## src/common/prf_pkg.sv

```systemverilog
package prf_pkg;

   // Operand sizes seen by the general register write port
   typedef enum logic [2:0] {
      PRF_SZ_BIT,
      PRF_SZ_BYTE,
      PRF_SZ_WORD,
      PRF_SZ_LONG,
      PRF_SZ_QUAD
   } prf_size_t;

   localparam int          PRF_XLEN      = 32;
   localparam int          PRF_NUM_PHYS  = 17;   // D0-D7, A0-A6, user and supervisor stack
   localparam logic [4:0]  PRF_PHYS_USP  = 5'h0F;
   localparam logic [4:0]  PRF_PHYS_SSP  = 5'h10;
   localparam logic [3:0]  PRF_SEL_SP    = 4'hF;
   localparam int          PRF_ADDR_BASE = 8;

   // State word layout
   localparam int          PRF_SR_T      = 15;
   localparam int          PRF_SR_S      = 13;
   localparam int          PRF_SR_MLO    = 8;
   localparam int          PRF_SR_MHI    = 10;
   localparam int          PRF_CCR_HI    = 4;
   localparam logic [15:0] PRF_SR_IMPL   = 16'hA71F;
   localparam logic [15:0] PRF_SR_RESET  = 16'h2700;
   localparam logic [2:0]  PRF_IRQ_NMI   = 3'h7;

   // Function codes of memory accesses
   localparam logic [2:0]  PRF_FC_UDATA  = 3'h1;
   localparam logic [2:0]  PRF_FC_UPROG  = 3'h2;
   localparam logic [2:0]  PRF_FC_SDATA  = 3'h5;
   localparam logic [2:0]  PRF_FC_SPROG  = 3'h6;

   // Control register map on the register port
   localparam logic [7:0]  PRF_REG_SR    = 8'h00;
   localparam logic [7:0]  PRF_REG_CCR   = 8'h04;
   localparam logic [7:0]  PRF_REG_PC    = 8'h08;
   localparam logic [7:0]  PRF_REG_VBR   = 8'h0C;
   localparam logic [7:0]  PRF_REG_SFC   = 8'h10;
   localparam logic [7:0]  PRF_REG_DFC   = 8'h14;
   localparam logic [7:0]  PRF_REG_USP   = 8'h18;
   localparam logic [7:0]  PRF_REG_SSP   = 8'h1C;

   localparam logic [31:0] PRF_PC_RESET  = 32'h0000_0000;
   localparam logic [31:0] PRF_VBR_RESET = 32'h0000_0000;

endpackage : prf_pkg

```

## src/rtl/prf_top.sv

```systemverilog
`timescale 1ns/100ps
module prf_top
   import prf_pkg::*;
(
   input  wire logic              clk_sys,
   input  wire logic              rst_b,
   input  wire logic [7:0]        reg_addr,
   input  wire logic [31:0]       reg_wdata,
   input  wire logic              reg_wr,
   input  wire logic              reg_rd,
   output logic      [31:0]       reg_rdata,
   output logic                   reg_denied,
   input  wire logic              gpr_we,
   input  wire logic [3:0]        gpr_wsel,
   input  wire prf_size_t         gpr_wsize,
   input  wire logic [4:0]        gpr_wbit,
   input  wire logic [63:0]       gpr_wdata,
   input  wire logic [3:0]        rd_a_sel,
   output logic      [31:0]       rd_a_data,
   input  wire logic [3:0]        rd_b_sel,
   output logic      [31:0]       rd_b_data,
   input  wire logic [3:0]        idx_sel,
   input  wire logic              idx_long,
   output logic      [31:0]       idx_value,
   input  wire logic              ccr_we,
   input  wire logic [4:0]        ccr_in,
   output logic      [15:0]       sr_out,
   output logic                   trace_on,
   output logic                   super_mode,
   input  wire logic              pc_inc,
   input  wire logic [3:0]        pc_step,
   input  wire logic              pc_load,
   input  wire logic [31:0]       pc_new,
   output logic      [31:0]       pc_out,
   input  wire logic              exc_enter,
   input  wire logic              exc_irq,
   input  wire logic [7:0]        vec_num,
   output logic      [31:0]       vec_addr,
   input  wire logic [2:0]        irq_level,
   output logic                   irq_ack,
   input  wire logic              acc_req,
   input  wire logic              acc_prog,
   input  wire logic              acc_alt_src,
   input  wire logic              acc_alt_dst,
   input  wire logic [31:0]       acc_addr,
   output logic                   mem_valid,
   output logic      [2:0]        mem_fc,
   output logic      [31:0]       mem_addr
);

   ////////////////////////////////////////////////////////////////////////////
   // State
   logic [31:0] gpr_q [PRF_NUM_PHYS];
   logic [15:0] sr_q;
   logic [15:0] sr_d;
   logic [31:0] pc_q;
   logic [31:0] pc_d;
   logic [31:0] vbr_q;
   logic [2:0]  sfc_q;
   logic [2:0]  dfc_q;

   wire         sup = sr_q[PRF_SR_S];
   wire [2:0]   irq_mask = sr_q[PRF_SR_MHI:PRF_SR_MLO];

   // Map a visible register number onto storage, A7 by privilege
   function automatic logic [4:0] prf_phys(input logic [3:0] sel, input logic s);
      prf_phys = (sel == PRF_SEL_SP) ? (s ? PRF_PHYS_SSP : PRF_PHYS_USP) : {1'b0, sel};
   endfunction : prf_phys

   // Merge new data into a register by operand size
   function automatic logic [31:0] prf_merge(input logic [31:0] old,
                                             input logic [31:0] nw,
                                             input prf_size_t   sz,
                                             input logic [4:0]  bn,
                                             input logic        is_addr);
      logic [31:0] r;
      r = nw;
      case (sz)
         PRF_SZ_BIT: begin
            r = old;
            r[bn] = nw[0];
         end
         PRF_SZ_BYTE: r = {old[31:8], nw[7:0]};
         PRF_SZ_WORD: r = is_addr ? {{16{nw[15]}}, nw[15:0]} : {old[31:16], nw[15:0]};
         default:     r = nw;
      endcase
      prf_merge = r;
   endfunction : prf_merge

   ////////////////////////////////////////////////////////////////////////////
   // Register port decode

   wire        bus_ok    = sup || (reg_addr == PRF_REG_CCR);
   wire        bus_wr    = reg_wr && bus_ok;
   wire        bus_den   = (reg_wr || reg_rd) && !bus_ok;
   wire        wr_sr     = bus_wr && (reg_addr == PRF_REG_SR);
   wire        wr_ccr    = bus_wr && (reg_addr == PRF_REG_CCR);
   wire        wr_pc     = bus_wr && (reg_addr == PRF_REG_PC);
   wire        wr_vbr    = bus_wr && (reg_addr == PRF_REG_VBR);
   wire        wr_sfc    = bus_wr && (reg_addr == PRF_REG_SFC);
   wire        wr_dfc    = bus_wr && (reg_addr == PRF_REG_DFC);
   wire        wr_usp    = bus_wr && (reg_addr == PRF_REG_USP);
   wire        wr_ssp    = bus_wr && (reg_addr == PRF_REG_SSP);

   // Read mux, unmapped and denied reads give zero
   wire [31:0] bus_mux =
      (reg_addr == PRF_REG_SR)  ? {16'h0000, sr_q} :
      (reg_addr == PRF_REG_CCR) ? {24'h000000, sr_q[7:0]} :
      (reg_addr == PRF_REG_PC)  ? pc_q :
      (reg_addr == PRF_REG_VBR) ? vbr_q :
      (reg_addr == PRF_REG_SFC) ? {29'h0, sfc_q} :
      (reg_addr == PRF_REG_DFC) ? {29'h0, dfc_q} :
      (reg_addr == PRF_REG_USP) ? gpr_q[PRF_PHYS_USP] :
      (reg_addr == PRF_REG_SSP) ? gpr_q[PRF_PHYS_SSP] : 32'h0000_0000;
   wire [31:0] bus_rd_d = (reg_rd && bus_ok) ? bus_mux : 32'h0000_0000;

   ////////////////////////////////////////////////////////////////////////////
   // General registers

   wire [4:0]  wphys   = prf_phys(gpr_wsel, sup);
   wire        w_addr  = gpr_wsel[3];
   wire        w_quad  = (gpr_wsize == PRF_SZ_QUAD);
   wire        w_wl    = (gpr_wsize == PRF_SZ_WORD) || (gpr_wsize == PRF_SZ_LONG);
   wire        w_legal = gpr_we && (!w_addr || w_wl);
   wire [2:0]  w_hi    = gpr_wsel[2:0] + 3'h1;                          // Quad high half partner

   genvar gi;
   generate
      for (gi = 0; gi < PRF_NUM_PHYS; gi++) begin : g_gpr
         wire hit_lo = w_legal && (wphys == 5'(gi));
         wire hit_hi = gpr_we && w_quad && !w_addr && (gi < PRF_ADDR_BASE)
                       && (w_hi == 3'(gi));
         wire hit_bus = (gi == PRF_PHYS_USP) ? wr_usp :
                        (gi == PRF_PHYS_SSP) ? wr_ssp : 1'b0;
         // Core write wins over the register port
         always_ff @(posedge clk_sys or negedge rst_b) begin
            if (!rst_b) begin
               gpr_q[gi] <= 32'h0000_0000;
            end else if (hit_lo) begin
               gpr_q[gi] <= prf_merge(gpr_q[gi], gpr_wdata[31:0], gpr_wsize, gpr_wbit,
                                      gi >= PRF_ADDR_BASE);
            end else if (hit_hi) begin
               gpr_q[gi] <= gpr_wdata[63:32];
            end else if (hit_bus) begin
               gpr_q[gi] <= reg_wdata;
            end
         end
      end
   endgenerate

   // Read ports and index value
   wire [31:0] rd_a_d  = gpr_q[prf_phys(rd_a_sel, sup)];
   wire [31:0] rd_b_d  = gpr_q[prf_phys(rd_b_sel, sup)];
   wire [31:0] idx_raw = gpr_q[prf_phys(idx_sel, sup)];
   wire [31:0] idx_d   = idx_long ? idx_raw : {{16{idx_raw[15]}}, idx_raw[15:0]};

   ////////////////////////////////////////////////////////////////////////////
   // State word, register port last so software wins

   always_comb begin
      sr_d = sr_q;
      if (ccr_we) begin
         sr_d[PRF_CCR_HI:0] = ccr_in;
      end
      if (exc_enter) begin
         sr_d[PRF_SR_S] = 1'b1;
         sr_d[PRF_SR_T] = 1'b0;
         if (exc_irq) begin
            sr_d[PRF_SR_MHI:PRF_SR_MLO] = irq_level;
         end
      end
      if (wr_sr) begin
         sr_d = reg_wdata[15:0] & PRF_SR_IMPL;
      end else if (wr_ccr) begin
         sr_d[PRF_CCR_HI:0] = reg_wdata[PRF_CCR_HI:0];
      end
   end

   // Program counter, core load beats advance beats the register port
   assign pc_d = pc_load ? pc_new :
                 pc_inc  ? pc_q + {28'h0000000, pc_step} :
                 wr_pc   ? reg_wdata : pc_q;

   always_ff @(posedge clk_sys or negedge rst_b) begin
      if (!rst_b) begin
         sr_q  <= PRF_SR_RESET;
         pc_q  <= PRF_PC_RESET;
      end else begin
         sr_q  <= sr_d;
         pc_q  <= pc_d;
      end
   end

   // Table base and space code registers
   always_ff @(posedge clk_sys or negedge rst_b) begin
      if (!rst_b) begin
         vbr_q <= PRF_VBR_RESET;
         sfc_q <= 3'h0;
         dfc_q <= 3'h0;
      end else begin
         if (wr_vbr) vbr_q <= reg_wdata;
         if (wr_sfc) sfc_q <= reg_wdata[2:0];
         if (wr_dfc) dfc_q <= reg_wdata[2:0];
      end
   end

   ////////////////////////////////////////////////////////////////////////////
   // Interrupt gate, vector address, access function code

   wire        irq_d  = (irq_level > irq_mask) || (irq_level == PRF_IRQ_NMI);
   wire [31:0] vec_d  = vbr_q + {22'h000000, vec_num, 2'b00};
   wire [2:0]  fc_std = sup ? (acc_prog ? PRF_FC_SPROG : PRF_FC_SDATA)
                            : (acc_prog ? PRF_FC_UPROG : PRF_FC_UDATA);
   wire [2:0]  fc_d   = acc_alt_src ? sfc_q :
                        acc_alt_dst ? dfc_q : fc_std;

   ////////////////////////////////////////////////////////////////////////////
   // Output registers

   always_ff @(posedge clk_sys or negedge rst_b) begin
      if (!rst_b) begin
         reg_rdata  <= 32'h0000_0000;
         reg_denied <= 1'b0;
         rd_a_data  <= 32'h0000_0000;
         rd_b_data  <= 32'h0000_0000;
         idx_value  <= 32'h0000_0000;
         irq_ack    <= 1'b0;
         vec_addr   <= 32'h0000_0000;
         mem_valid  <= 1'b0;
         mem_fc     <= 3'h0;
         mem_addr   <= 32'h0000_0000;
      end else begin
         reg_rdata  <= bus_rd_d;
         reg_denied <= bus_den;
         rd_a_data  <= rd_a_d;
         rd_b_data  <= rd_b_d;
         idx_value  <= idx_d;
         irq_ack    <= irq_d;
         vec_addr   <= vec_d;
         mem_valid  <= acc_req;
         if (acc_req) begin
            mem_fc   <= fc_d;
            mem_addr <= acc_addr;
         end
      end
   end

   // State word and counter mirrors, from the next-state values so they match sr_q, pc_q
   always_ff @(posedge clk_sys or negedge rst_b) begin
      if (!rst_b) begin
         sr_out     <= PRF_SR_RESET;
         trace_on   <= PRF_SR_RESET[PRF_SR_T];
         super_mode <= PRF_SR_RESET[PRF_SR_S];
         pc_out     <= PRF_PC_RESET;
      end else begin
         sr_out     <= sr_d;
         trace_on   <= sr_d[PRF_SR_T];
         super_mode <= sr_d[PRF_SR_S];
         pc_out     <= pc_d;
      end
   end
endmodule : prf_top

```

## config.mk

```make
export PLATFORM = sky130hd
export DESIGN_NAME = prf_top
export DESIGN_NICKNAME = d
export VERILOG_FILES = /design/src/common/prf_pkg.sv /design/src/rtl/prf_top.sv
export SDC_FILE = /design/constraint.sdc
export NUM_CORES = 2
export LEC_CHECK = 0
export BUFFER_PORTS_ARGS = -buffer_cell sky130_fd_sc_hd__clkbuf_2
export CELL_PAD_IN_SITES_DETAIL_PLACEMENT = 0
export CELL_PAD_IN_SITES_GLOBAL_PLACEMENT = 2
export CORE_MARGIN = 4
export CORE_UTILIZATION = 40
export CTS_CLUSTER_DIAMETER = 50
export DETAILED_ROUTE_END_ITERATION = 8
export MAX_ROUTING_LAYER = met4
export PLACE_DENSITY_LB_ADDON = 0.1
export REMOVE_ABC_BUFFERS = 1
export SLEW_MARGIN = 0
export SYNTH_ARGS = -nofsm -noshare
export SYNTH_HDL_FRONTEND = slang
export SYNTH_SLANG_ARGS = --single-unit
```

## constraint.sdc

```tcl
create_clock -name clk_sys -period 5.6 [get_ports clk_sys]
set_input_delay 0.84 -clock clk_sys [delete_from_list [all_inputs] [get_ports clk_sys]]
set_output_delay 0.84 -clock clk_sys [all_outputs]
set_load 0.02 [all_outputs]
```

==> flow_summary.json <==
{
  "outcome": "finished clean",
  "crit_type": "flip-flop to flip-flop",
  "syn_inst": 5925,
  "start_util_pct": 40.4,
  "cts_buffers": 133,
  "layout-drive-gt1-share_pct": 19.1,
  "ir_drop_mv": 0.314,
  "rr_endpoint": "rd_b_data[24]",
  "chipHeight_um": 362,
  "drv_cap": 0,
  "grt_pass1_vias": 48453,
  "holdBufCountCts": 0,
  "hold_ws_ps": 144,
  "clock_latency_ps": 780,
  "crit_arrival_ps": 4480,
  "path_buf_inv": 2,
  "postCtsSetupBuffers": 0,
  "p_leak_nw": 25.2,
  "htree_levels": 4,
  "grt_pass1_wl_um": 376000,
  "period_needed_ps": 3800,
  "die_w_um": 362,
  "route.vias.total": 53183,
  "detailedRoute.firstIterationViolations": 8611,
  "finalSetupTns_ps": 0,
  "reg2reg_slack_ps": 1800,
  "syn-mean-instance-area_um2": 8.48,
  "use_met2_pct": 55.5,
  "wl_per_cell_um": 33.9,
  "yosys_warnings": 0,
  "synth_compound_area_share_pct": 27.5,
  "grt_usage_pct": 40.6,
  "synth-simple-area-share_pct": 15.7,
  "clock.fmax_ghz": 0.263,
  "critPathSlowestCell": "dfstp_2",
  "cts_sinks": 822,
  "port_buffers": 468,
  "max_stage_delay_ps": 980,
  "setup_viol": 0,
  "synthArstFlopShare_pct": 100,
  "overflow": 0,
  "dp_slack_ps": 1490,
  "ys_seq_elements": 822,
  "clkTransAtPathRegs_ps": 60,
  "yosys.area_share.xor_xnor_pct": 0.836,
  "hold_viol": 0,
  "syn_area_um2": 50300,
  "firstDrtPassIters": 7,
  "max_slew_margin_pct": 15.2,
  "yosysUniqueCellTypes": 90,
  "coreArea_um2": 124000,
  "clock_skew_ps": 24.0,
  "clockBufferDepth": 3,
  "cts_tree": "done",
  "synth-edff-count": 0,
  "dp_hpwl_um": 192000,
  "grt_busiest_layer": "met1",
  "vias_per_cell": 6.72,
  "cp_top_family": "simple AND/OR/NAND/NOR gates",
  "synthMuxAreaShare_pct": 9.90,
  "end_kind": "flip-flop",
  "r2r_start": "sr_out[13]",
  "met3_usage_pct": 13.1,
  "ys_seq_area_share_pct": 40.9,
  "rsz0062_at_grt": "false",
  "cp_cell_sequence": "nand3_1, nand3_2, buf_4, buf_4, nor2_1, nor4_1, nor4_1, a21oi_1",
  "final_nets": 6411,
  "final_util_pct": 47.3,
  "crit_fanout": 25,
  "period_share_pct": 67.8,
  "clockRootBuffer": "clkbuf_16",
  "synth_top_family_by_area": "compound AO/OA/AOI/OAI gates",
  "syn_to_final_growth_pct": 16.9,
  "ios": 475,
  "drt_wl_total_um": 269000,
  "hold_path_class": "primary input to asynchronous set/reset pin",
  "fp-row-count": 129,
  "drv_slew": 0,
  "antenna_found_initial": 12,
  "cp.required_ps": 6280,
  "power.density_nw_per_um2": 359,
  "grt_max_degree": 109,
  "drc": 0,
  "layout_setup_ws_ps": 1800,
  "worst_pin_slew_ps": 1260,
  "die_area_um2": 131000,
  "synth_ff_type": "dfrtp_1",
  "start_kind": "flip-flop",
  "synth_adder_area_share_pct": 0.453,
  "cts_resized": 0,
  "worst-r2r-cell-count": 8,
  "startpoint": "sr_out[13]",
  "grtUsageMet1_pct": 57.1,
  "gp_congestion": 0.998,
  "detail-route-antenna-nets": 0
}
metrics by stage:
stage                     instance area [um^2]  cells  total power [mW]
after global routing                     58800   7917              21.7
after CTS                                58800   7909              20.9
final                                    58800   7919              21.1
after global placement                   54200   7668              12.2
after floorplan                          48100   5396              9.94
after detailed placement                 54200   7669              12.3
Yosys cell counts (all sizes together) (31+ instances only):
cell | number | area (um^2)
dfrtp | 818 | 20500
o21ai | 729 | 3650
nand2 | 667 | 2510
a21oi | 594 | 2970
nor2 | 546 | 2050
clkbuf | 404 | 1520
mux2i | 227 | 2270
nand3 | 205 | 1030
mux2 | 200 | 2250
buf | 130 | 634
o221ai | 129 | 1130
a31oi | 118 | 738
o22ai | 117 | 744
nor3 | 91 | 498
a22oi | 76 | 571
a221o | 72 | 721
inv | 60 | 225
nor4 | 55 | 378
o211ai | 51 | 383
a211oi | 46 | 345
nor2b | 43 | 269
a21o | 34 | 255
nand2b | 32 | 200
xnor2 | 31 | 272
where the power goes:
part	leakage, nW	internal [mW]	total, mW	switching (mW)
registers	10.6	6.85	8.49	1.64
logic	12.4	1.48	3.98	2.50
clock network	2.20	5.31	8.65	3.34
total	25.2	13.6	21.1	7.48
metal layers:
metal	vias up	part of all wire [%]
li1	22530	-
met1	26352	42
met2	3775	41
met3	526	13
met4	0	3.4
met5	-	0
final cells by class:
cell class	instances	area, um^2
Antenna cell	10	25.0
Clock inverter	76	897
Multi-Input combinational cell	4514	27600
Tap cell	1637	2050
Timing Repair Buffer	636	3770
Inverter	60	225
Fill cell	12191	65500
Sequential cell	822	20600
Clock buffer	164	3670
how the worst max path moves through the flow:
| stage | to | cells after the start | slack (ps) |
|---|---|---|---|
| CTS | rd_b_data[24] | 8 | 2100 |
| detailed placement | rd_b_data[28] | 8 | 1490 |
| floorplan | gpr_q[257] | 6 | 1020 |
| finish | rd_b_data[24] | 8 | 1800 |
| global route | rd_b_data[24] | 8 | 1650 |
| global placement | rd_b_data[24] | 8 | 1530 |
state kept, by name (all words and copies together), names as in the netlist:
signal / count
mem_addr: 32
mem_fc: 3
sfc_q: 3
dfc_q: 3
irq_ack: 1
mem_valid: 1
rd_a_data: 32
rd_b_data: 32
sr_out: 10
idx_value: 32
reg_rdata: 32
pc_out: 32
reg_denied: 1
vbr_q: 32
gpr_q: 544
vec_addr: 32
logic make-up (layout without fill, tap and decap cells):
group / after synthesis / after routing
compound gates: 2222 / 2222
simple gates: 1774 / 1774
flops: 822 / 822
buf+inv: 594 / 936
mux: 447 / 447
xor+xnor: 48 / 48
fa+ha+maj: 17 / 17
other cells: 1 / 16
layout by cell type (no fill, tap or decap), types with 80 or more instances in the layout:
cell type and n:
clkbuf_2 461, o221ai_1 129, a21oi_1 584, dfrtp_1 818, nand3_1 203, nor3_1 80
nand2_1 663, mux2i_1 227, a31oi_1 118, mux2_2 200, buf_4 161, nor2_1 531
o22ai_1 115, clkbuf_16 138, o21ai_0 705
No activity file was read; power rests on OpenSTA's default activity.
